$ cat src/rtl/sqc_defs.vh
// constants for the transceiver quad control register bank
`ifndef SQC_DEFS_VH
`define SQC_DEFS_VH

// ----------------------------------------------------------------
// register indices (byte address is four times the index)
// ----------------------------------------------------------------
`define SQC_IDX_W          18
`define SQC_IDX_CH_A       18'h30004
`define SQC_IDX_TEST_SEL   18'h30006
`define SQC_IDX_CH_B       18'h30014
`define SQC_IDX_CH_C       18'h30024
`define SQC_IDX_CH_D       18'h30034
`define SQC_IDX_QUAD_CTRL  18'h30007
`define SQC_IDX_INT_STAT   18'h30008
`define SQC_IDX_INT_MASK   18'h30009
`define SQC_ADDR_W         20

// ----------------------------------------------------------------
// field positions on the data bus (bit 0 of a register is the lsb)
// ----------------------------------------------------------------
`define SQC_CH_ALARM_MASK  6
`define SQC_CH_SOFT_RESET  5
`define SQC_CH_TEST_EN     0
`define SQC_Q_ALARM_MASK   6
`define SQC_Q_SOFT_RESET   5
`define SQC_Q_TX_PD        4
`define SQC_Q_RX_PD        3
`define SQC_Q_RSVD_ONE     2
`define SQC_Q_TEST_EN      0
`define SQC_TSEL_HI        7
`define SQC_TSEL_LO        3

// ----------------------------------------------------------------
// reset values
// ----------------------------------------------------------------
`define SQC_RST_CH         8'h40
`define SQC_RST_QUAD       8'h44
`define SQC_RST_TSEL       5'h00
`define SQC_RST_INT_MASK   8'h00

// ----------------------------------------------------------------
// bus answers
// ----------------------------------------------------------------
`define SQC_RESP_OKAY      2'h0
`define SQC_RESP_DECERR    2'h3

`endif

$ cat src/rtl/sqc_ctrl_regs.v
// control register bank of one four-channel transceiver quad, axi4-lite slave
`timescale 1ns/1ns
`default_nettype none
`include "sqc_defs.vh"

// What this block does
// - channel alarm mask blocks its alarm interrupts
// - channel mask overrides individual alarm masks
// - channel soft reset holds datapath, keeps config
// - soft reset bits never self-clear
// - channel test enable puts channel in test
// - quad test enable forces all channels test
// - quad alarm mask blocks every channel alarm
// - quad soft reset resets all four channels
// - quad tx powerdown overrides channel tx bits
// - quad rx powerdown overrides channel rx bits
// - reset loads 0x40 per channel, 0x44 quad
// - five-bit test select, cleared at reset
// - one quad register acts on all channels
module sqc_ctrl_regs #(
  parameter NCH = 4
) (
  input  wire                     core_clk,
  input  wire                     nrst,
  input  wire [`SQC_ADDR_W-1:0]   s_axi_awaddr,
  input  wire                     s_axi_awvalid,
  output wire                     s_axi_awready,
  input  wire [31:0]              s_axi_wdata,
  input  wire [3:0]               s_axi_wstrb,
  input  wire                     s_axi_wvalid,
  output wire                     s_axi_wready,
  output wire [1:0]               s_axi_bresp,
  output wire                     s_axi_bvalid,
  input  wire                     s_axi_bready,
  input  wire [`SQC_ADDR_W-1:0]   s_axi_araddr,
  input  wire                     s_axi_arvalid,
  output wire                     s_axi_arready,
  output wire [31:0]              s_axi_rdata,
  output wire [1:0]               s_axi_rresp,
  output wire                     s_axi_rvalid,
  input  wire                     s_axi_rready,
  input  wire [NCH-1:0]           txAlarm,
  input  wire [NCH-1:0]           rxAlarm,
  input  wire [NCH-1:0]           txAlarmIndivMask,
  input  wire [NCH-1:0]           rxAlarmIndivMask,
  input  wire [NCH-1:0]           channelTxPowerdown,
  input  wire [NCH-1:0]           channelRxPowerdown,
  output wire [NCH-1:0]           chTxReset,
  output wire [NCH-1:0]           chRxReset,
  output wire [NCH-1:0]           chTestMode,
  output wire [4:0]               testSelect,
  output wire [NCH-1:0]           chTxPowerdown,
  output wire [NCH-1:0]           chRxPowerdown,
  output wire                     irq
);

  // ----------------------------------------------------------------
  // register storage
  // ----------------------------------------------------------------
  reg  [NCH-1:0]           chAlarmMask_q;
  reg  [NCH-1:0]           chSoftReset_q;
  reg  [NCH-1:0]           chTestEn_q;
  reg                      quadAlarmMask_q;
  reg                      quadSoftReset_q;
  reg                      quadTxPd_q;
  reg                      quadRxPd_q;
  reg                      quadTestEn_q;
  reg  [4:0]               testSel_q;
  reg  [2*NCH-1:0]         intStat_q;
  reg  [2*NCH-1:0]         intMask_q;

  // ----------------------------------------------------------------
  // bus channel state
  // ----------------------------------------------------------------
  reg                      awHave_q;
  reg                      wHave_q;
  reg  [`SQC_IDX_W-1:0]    wrIdx_q;
  reg  [7:0]               wrData_q;
  reg                      wrLane0_q;
  reg                      bValid_q;
  reg  [1:0]               bResp_q;
  reg                      rValid_q;
  reg  [31:0]              rData_q;
  reg  [1:0]               rResp_q;
  reg  [NCH-1:0]           chTxReset_q;
  reg  [NCH-1:0]           chRxReset_q;
  reg  [NCH-1:0]           chTestMode_q;
  reg  [NCH-1:0]           chTxPd_q;
  reg  [NCH-1:0]           chRxPd_q;
  reg                      irq_q;

  wire                     awTake = s_axi_awvalid & ~awHave_q & ~bValid_q;
  wire                     wTake  = s_axi_wvalid & ~wHave_q & ~bValid_q;
  wire                     doWr   = awHave_q & wHave_q & ~bValid_q;
  wire                     arTake = s_axi_arvalid & ~rValid_q;
  wire [`SQC_IDX_W-1:0]    rdIdx  = s_axi_araddr[`SQC_ADDR_W-1:2];

  // ----------------------------------------------------------------
  // next state of the handshake flags
  // ----------------------------------------------------------------
  // ready lines are registered copies of the next flag state, so every
  // bus output comes from a flop and no handshake cycle is lost
  reg                      awHave_d;
  reg                      wHave_d;
  reg                      bValid_d;
  reg                      rValid_d;
  reg                      awReady_q;
  reg                      wReady_q;
  reg                      arReady_q;

  always @* begin
    awHave_d = awHave_q;
    wHave_d  = wHave_q;
    bValid_d = bValid_q;
    rValid_d = rValid_q;
    if (awTake) begin
      awHave_d = 1'b1;
    end
    if (wTake) begin
      wHave_d = 1'b1;
    end
    if (doWr) begin
      awHave_d = 1'b0;
      wHave_d  = 1'b0;
      bValid_d = 1'b1;
    end else if (bValid_q && s_axi_bready) begin
      bValid_d = 1'b0;
    end
    if (arTake) begin
      rValid_d = 1'b1;
    end else if (rValid_q && s_axi_rready) begin
      rValid_d = 1'b0;
    end
  end

  always @(posedge core_clk or negedge nrst) begin
    if (!nrst) begin
      awReady_q <= 1'b1;
      wReady_q  <= 1'b1;
      arReady_q <= 1'b1;
    end else begin
      awReady_q <= ~awHave_d & ~bValid_d;
      wReady_q  <= ~wHave_d & ~bValid_d;
      arReady_q <= ~rValid_d;
    end
  end

  // ----------------------------------------------------------------
  // address decode
  // ----------------------------------------------------------------
  function [`SQC_IDX_W-1:0] chIdx;
    input integer ch;
    begin
      case (ch)
        0:       chIdx = `SQC_IDX_CH_A;
        1:       chIdx = `SQC_IDX_CH_B;
        2:       chIdx = `SQC_IDX_CH_C;
        default: chIdx = `SQC_IDX_CH_D;
      endcase
    end
  endfunction

  // write strobes, only byte lane 0 carries register bits
  wire                     wrOk    = doWr & wrLane0_q;
  wire                     wrQuad  = wrOk & (wrIdx_q == `SQC_IDX_QUAD_CTRL);
  wire                     wrTsel  = wrOk & (wrIdx_q == `SQC_IDX_TEST_SEL);
  wire                     wrIstat = wrOk & (wrIdx_q == `SQC_IDX_INT_STAT);
  wire                     wrImask = wrOk & (wrIdx_q == `SQC_IDX_INT_MASK);
  reg                      wrHit;
  reg                      rdHit;
  reg  [7:0]               rdByte;
  integer                  i;

  // ----------------------------------------------------------------
  // read mux and write hit
  // ----------------------------------------------------------------
  always @* begin
    wrHit  = (wrIdx_q == `SQC_IDX_QUAD_CTRL) | (wrIdx_q == `SQC_IDX_TEST_SEL)
           | (wrIdx_q == `SQC_IDX_INT_STAT) | (wrIdx_q == `SQC_IDX_INT_MASK);
    rdHit  = 1'b1;
    rdByte = 8'h00;
    for (i = 0; i < NCH; i = i + 1) begin
      if (wrIdx_q == chIdx(i)) begin
        wrHit = 1'b1;
      end
    end
    // reserved bits read zero, except the quad reserved bit, which always reads one
    case (rdIdx)
      `SQC_IDX_QUAD_CTRL: begin
        rdByte[`SQC_Q_ALARM_MASK] = quadAlarmMask_q;
        rdByte[`SQC_Q_SOFT_RESET] = quadSoftReset_q;
        rdByte[`SQC_Q_TX_PD]      = quadTxPd_q;
        rdByte[`SQC_Q_RX_PD]      = quadRxPd_q;
        rdByte[`SQC_Q_RSVD_ONE]   = 1'b1;
        rdByte[`SQC_Q_TEST_EN]    = quadTestEn_q;
      end
      `SQC_IDX_TEST_SEL: begin
        rdByte[`SQC_TSEL_HI:`SQC_TSEL_LO] = testSel_q;
      end
      `SQC_IDX_INT_STAT: begin
        rdByte = intStat_q;
      end
      `SQC_IDX_INT_MASK: begin
        rdByte = intMask_q;
      end
      default: begin
        rdHit = 1'b0;
        for (i = 0; i < NCH; i = i + 1) begin
          if (rdIdx == chIdx(i)) begin
            rdHit = 1'b1;
            rdByte[`SQC_CH_ALARM_MASK] = chAlarmMask_q[i];
            rdByte[`SQC_CH_SOFT_RESET] = chSoftReset_q[i];
            rdByte[`SQC_CH_TEST_EN]    = chTestEn_q[i];
          end
        end
      end
    endcase
  end

  // ----------------------------------------------------------------
  // axi4-lite write and read channels
  // ----------------------------------------------------------------
  always @(posedge core_clk or negedge nrst) begin
    if (!nrst) begin
      awHave_q  <= 1'b0;
      wHave_q   <= 1'b0;
      wrIdx_q   <= {`SQC_IDX_W{1'b0}};
      wrData_q  <= 8'h00;
      wrLane0_q <= 1'b0;
      bValid_q  <= 1'b0;
      bResp_q   <= `SQC_RESP_OKAY;
      rValid_q  <= 1'b0;
      rData_q   <= 32'h0000_0000;
      rResp_q   <= `SQC_RESP_OKAY;
    end else begin
      if (awTake) begin
        awHave_q <= 1'b1;
        wrIdx_q  <= s_axi_awaddr[`SQC_ADDR_W-1:2];
      end
      if (wTake) begin
        wHave_q   <= 1'b1;
        wrData_q  <= s_axi_wdata[7:0];
        wrLane0_q <= s_axi_wstrb[0];
      end
      if (doWr) begin
        awHave_q <= 1'b0;
        wHave_q  <= 1'b0;
        bValid_q <= 1'b1;
        bResp_q  <= wrHit ? `SQC_RESP_OKAY : `SQC_RESP_DECERR;
      end else if (bValid_q && s_axi_bready) begin
        bValid_q <= 1'b0;
      end
      if (arTake) begin
        rValid_q <= 1'b1;
        rData_q  <= {24'h000000, rdByte};
        rResp_q  <= rdHit ? `SQC_RESP_OKAY : `SQC_RESP_DECERR;
      end else if (rValid_q && s_axi_rready) begin
        rValid_q <= 1'b0;
      end
    end
  end

  // ----------------------------------------------------------------
  // quad-wide registers
  // ----------------------------------------------------------------
  // soft reset bits hold whatever was written; only nrst clears them
  always @(posedge core_clk or negedge nrst) begin
    if (!nrst) begin
      quadAlarmMask_q <= 1'b1;
      quadSoftReset_q <= 1'b0;
      quadTxPd_q      <= 1'b0;
      quadRxPd_q      <= 1'b0;
      quadTestEn_q    <= 1'b0;
      testSel_q       <= `SQC_RST_TSEL;
      intMask_q       <= `SQC_RST_INT_MASK;
    end else begin
      if (wrQuad) begin
        quadAlarmMask_q <= wrData_q[`SQC_Q_ALARM_MASK];
        quadSoftReset_q <= wrData_q[`SQC_Q_SOFT_RESET];
        quadTxPd_q      <= wrData_q[`SQC_Q_TX_PD];
        quadRxPd_q      <= wrData_q[`SQC_Q_RX_PD];
        quadTestEn_q    <= wrData_q[`SQC_Q_TEST_EN];
      end
      if (wrTsel) begin
        testSel_q <= wrData_q[`SQC_TSEL_HI:`SQC_TSEL_LO];
      end
      if (wrImask) begin
        intMask_q <= wrData_q;
      end
    end
  end

  // ----------------------------------------------------------------
  // per-channel registers and controls
  // ----------------------------------------------------------------
  genvar g;
  generate
    for (g = 0; g < NCH; g = g + 1) begin : gCh
      wire wrCh = wrOk & (wrIdx_q == chIdx(g));
      // the individual mask inputs cannot unblock once a channel or quad mask is set
      wire txBlock = quadAlarmMask_q | chAlarmMask_q[g] | txAlarmIndivMask[g];
      wire rxBlock = quadAlarmMask_q | chAlarmMask_q[g] | rxAlarmIndivMask[g];

      always @(posedge core_clk or negedge nrst) begin
        if (!nrst) begin
          chAlarmMask_q[g] <= 1'b1;
          chSoftReset_q[g] <= 1'b0;
          chTestEn_q[g]    <= 1'b0;
          chTxReset_q[g]   <= 1'b1;
          chRxReset_q[g]   <= 1'b1;
          chTestMode_q[g]  <= 1'b0;
          chTxPd_q[g]      <= 1'b0;
          chRxPd_q[g]      <= 1'b0;
          intStat_q[g]     <= 1'b0;
          intStat_q[g+NCH] <= 1'b0;
        end else begin
          if (wrCh) begin
            // reserved msb is not stored, so a stray one is harmless
            chAlarmMask_q[g] <= wrData_q[`SQC_CH_ALARM_MASK];
            chSoftReset_q[g] <= wrData_q[`SQC_CH_SOFT_RESET];
            chTestEn_q[g]    <= wrData_q[`SQC_CH_TEST_EN];
          end
          // datapath reset only; no configuration flop listens to it
          chTxReset_q[g]  <= quadSoftReset_q | chSoftReset_q[g];
          chRxReset_q[g]  <= quadSoftReset_q | chSoftReset_q[g];
          chTestMode_q[g] <= quadTestEn_q | chTestEn_q[g];
          chTxPd_q[g]     <= quadTxPd_q | channelTxPowerdown[g];
          chRxPd_q[g]     <= quadRxPd_q | channelRxPowerdown[g];
          // a new alarm wins over a clear in the same cycle
          if (txAlarm[g] && !txBlock) begin
            intStat_q[g] <= 1'b1;
          end else if (wrIstat && wrData_q[g]) begin
            intStat_q[g] <= 1'b0;
          end
          if (rxAlarm[g] && !rxBlock) begin
            intStat_q[g+NCH] <= 1'b1;
          end else if (wrIstat && wrData_q[g+NCH]) begin
            intStat_q[g+NCH] <= 1'b0;
          end
        end
      end
    end
  endgenerate

  // ----------------------------------------------------------------
  // interrupt output
  // ----------------------------------------------------------------
  always @(posedge core_clk or negedge nrst) begin
    if (!nrst) begin
      irq_q <= 1'b0;
    end else begin
      irq_q <= |(intStat_q & intMask_q);
    end
  end

  assign s_axi_awready = awReady_q;
  assign s_axi_wready  = wReady_q;
  assign s_axi_bvalid  = bValid_q;
  assign s_axi_bresp   = bResp_q;
  assign s_axi_arready = arReady_q;
  assign s_axi_rvalid  = rValid_q;
  assign s_axi_rdata   = rData_q;
  assign s_axi_rresp   = rResp_q;
  assign chTxReset     = chTxReset_q;
  assign chRxReset     = chRxReset_q;
  assign chTestMode    = chTestMode_q;
  assign testSelect    = testSel_q;
  assign chTxPowerdown = chTxPd_q;
  assign chRxPowerdown = chRxPd_q;
  assign irq           = irq_q;

endmodule // sqc_ctrl_regs
`default_nettype wire

$ cat config.mk
export PLATFORM = sky130hd
export DESIGN_NAME = sqc_ctrl_regs
export DESIGN_NICKNAME = d
export VERILOG_FILES = /design/src/rtl/sqc_ctrl_regs.v
export VERILOG_INCLUDE_DIRS = /design/src /design/src/rtl
export SDC_FILE = /design/constraint.sdc
export NUM_CORES = 1
export LEC_CHECK = 0
export BUFFER_PORTS_ARGS = -buffer_cell sky130_fd_sc_hd__buf_2
export CORE_ASPECT_RATIO = 0.8
export CORE_UTILIZATION = 35
export CTS_CLUSTER_DIAMETER = 200
export DETAILED_ROUTE_END_ITERATION = 6
export PLACE_DENSITY = 0.58
export SLEW_MARGIN = 10
export SYNTH_ARGS = -nofsm -noshare
export SYNTH_HDL_FRONTEND = slang
export SYNTH_SLANG_ARGS = --single-unit
$ cat constraint.sdc
create_clock -name core_clk -period 5.4 [get_ports core_clk]
set_input_delay 1.35 -clock core_clk [delete_from_list [all_inputs] [get_ports core_clk]]
set_output_delay 1.35 -clock core_clk [all_outputs]
set_load 0.05 [all_outputs]
==> run metrics <==
DR DRC count=0; Worst-Skew Late Latency=0.34 ns; commonest non-fill, non-tap cells in the layout=buf_2, dfrtp_1, mux2_2; Tcrit/Tclk final=0.528; final net count=572; DRT Pass-1 Iters=4; initial core utilization=0.365; fmax=0.351 GHz; Critical-path top delay cell=nor4_2; Root Buffer=clkbuf_16; H-tree levels=3; R2R cell count=4; share of synthesized flip-flops with an asynchronous set or reset=1.00; busiest grt layer=met2; DR iter-0 viols=208; RSZ-0062 raised after global routing=false; clk buf depth=2; Critical Path Max Stage Delay=0.64 ns; final hold slack=0.486 ns; Worst Hold Class=reg2reg; initial antenna violation count=0; commonest non-fill, non-tap cell in the layout=buf_2; CTS tree=done; met3 GRT Util=0.0460; post-DR vias/cell=4.85; LEAKAGE=2.57 nW; Port Buffers=118; Post-Synthesis Cells=350; Post-CTS Setup Bufs=0; critical path cell sequence=buf_2, or4bb_1, nor4_2, nand2_1, o21ai_0; PwrDens=390 nW/um2; synth warn=0; FF+latch area=2490 um2; Total Die Area=13400 um2; startpoint types=input port; n_diodes=0; crit-path leading delay family=simple AND/OR/NAND/NOR gates; Area Growth Syn to Fin=20.4%; Synth Register Bits=99; max-slew violations=0; number of global-route vias before repair=3132; DP Area=5170 um2; Die Y=104 um; M2 GR Usage=0.254; Fin. Hold Viols=0; outcome=finished clean; max-capacitance violation count=0; dpl hpwl=7630 um; worst path bufs/invs=1; multi-input logic area=1830 um2; endpoint class of the critical path=flop; pre-CTS setup slack=2.19 ns; Mean Syn Cell Area=12.9 um2; Core ar.=12400 um2; post-route cell area=5450 um2; Clock Pin Slew Worst Setup and Hold Paths=0.06 ns; Post-Route WL=10300 um; average routed wire per standard cell=16.0 um; Seq/Total Area, Yosys=0.551; total global-route track usage=0.166; Ports=174; Synth Cell Area=4520 um2; Peak VDD IR=0.303 mV; Hold Crit Depth=1; PostCTS Resize Cnt=0; row count=36; Slew HR=0.363; die width=129 um; total negative slack=0 ns; final setup fails=0; first-pass GRT wire length=16600 um; global placer's final weighted congestion=0.761; number of routed nets with antenna violations=0; Clock Sinks=99; cts hold-fix bufs=0; post-layout min period=2.85 ns; DR vias=3107; synth unique cells=46; CP Class=in2reg; CTS Buf Count=9; Worst Slack Setup Final=2.55 ns; Critical Path Fanout Max=6; Worst-Margin Slew=0.948 ns; CP Depth=5; EDFF count, synth=0; grt met1 use=0.231; largest net degree at the start of global routing=53; GRT overflow=0; Main synth FF type=dfrtp_1; fillers=1203; Critical Path RT=5.66 ns; share of cells above drive strength 1=0.491; Arr. time, crit path=3.11 ns; skew final=0.00655 ns
where the power goes:
group | internal (mW) | switching, mW | leakage (nW)
Sequential | 0.883 | 0.149 | 1.20
Clock | 0.339 | 0.262 | 0.130
Combinational | 0.207 | 0.287 | 1.23
final timing paths:
path | to | slack [ns] | from
min in group asynchronous | s_axi_bvalid$_DFF_PN0_ | 1.01 | nrst
hold / removal | s_axi_awready$_DFF_PN1_ | 0.49 | awHave_q$_DFF_PN0_
max in group asynchronous | chTestEn_q[0]$_DFFE_PN0P_ | 3.28 | nrst
setup reg to reg | chTestEn_q[0]$_DFFE_PN0P_ | 3.00 | wrIdx_q[12]$_DFFE_PN0P_
setup / recovery | s_axi_rdata[4]$_DFFE_PN0P_ | 2.55 | s_axi_araddr[17]
hold reg to reg | s_axi_awready$_DFF_PN1_ | 0.49 | awHave_q$_DFF_PN0_
metrics by stage:
| stage | util | total power, mW | cells |
|---|---|---|---|
| 2_1_floorplan | - | 1.40 | 373 |
| 6_report | 0.440 | 2.13 | 641 |
| 5_1_grt | 0.440 | 2.25 | 641 |
| 4_1_cts | 0.440 | 2.15 | 641 |
| 3_3_place_gp | 0.417 | 1.53 | 625 |
| 3_5_place_dp | 0.417 | 1.54 | 625 |
synthesized netlist by cell type, types with 6 or more instances:
cell type / n / share of area
dfstp_2: 12 / 0.070
o21ai_0: 11 / 0.012
or2_2: 16 / 0.022
nand3_1: 7 / 0.0077
nor2_1: 8 / 0.0066
nor3_1: 10 / 0.011
a211o_1: 8 / 0.015
nand2_1: 6 / 0.0050
nor4b_1: 10 / 0.019
inv_1: 6 / 0.0050
dfrtp_1: 87 / 0.48
clkbuf_1: 6 / 0.0050
mux2_2: 61 / 0.15
buf_4: 30 / 0.050
nor2b_1: 14 / 0.019
kinds of logic (layout without fill, tap and decap cells):
family	Yosys count	after routing	synth area share
buffers and inverters	45	142	0.0625
flip-flops	99	99	0.551
AO/OA/AOI/OAI	41	41	0.0631
AND/OR/NAND/NOR	96	96	0.147
other	1	24	0.000829
multiplexers	68	68	0.176
per-layer routing:
metal	share of wire	vias up	routed length (um)
met5	0	-	0
met4	0.0095	0	98
met3	0.061	10	625
met2	0.45	110	4630
met1	0.48	1540	4910
li1	-	1447	-
cell type report:
type                       instances  area share
clock inverter                     1     0.00138
sequential                        99       0.458
clock buffer                      15      0.0492
inverter                           6     0.00414
tap                              171      0.0393
timing repair buffer             120       0.112
multi-input combinational        229       0.337
flip-flops by register name, indices dropped and copies added, names as in the netlist, 4 cells and up:
| register | count |
|---|---|
| chAlarmMask_q | 4 |
| chRxPowerdown | 4 |
| chRxReset | 4 |
| chSoftReset_q | 4 |
| chTestEn_q | 4 |
| chTestMode | 4 |
| chTxPowerdown | 4 |
| intMask_q | 8 |
| intStat_q | 8 |
| s_axi_rdata | 8 |
| testSelect | 5 |
| wrData_q | 8 |
| wrIdx_q | 18 |
No activity file was read; power rests on OpenSTA's default activity.
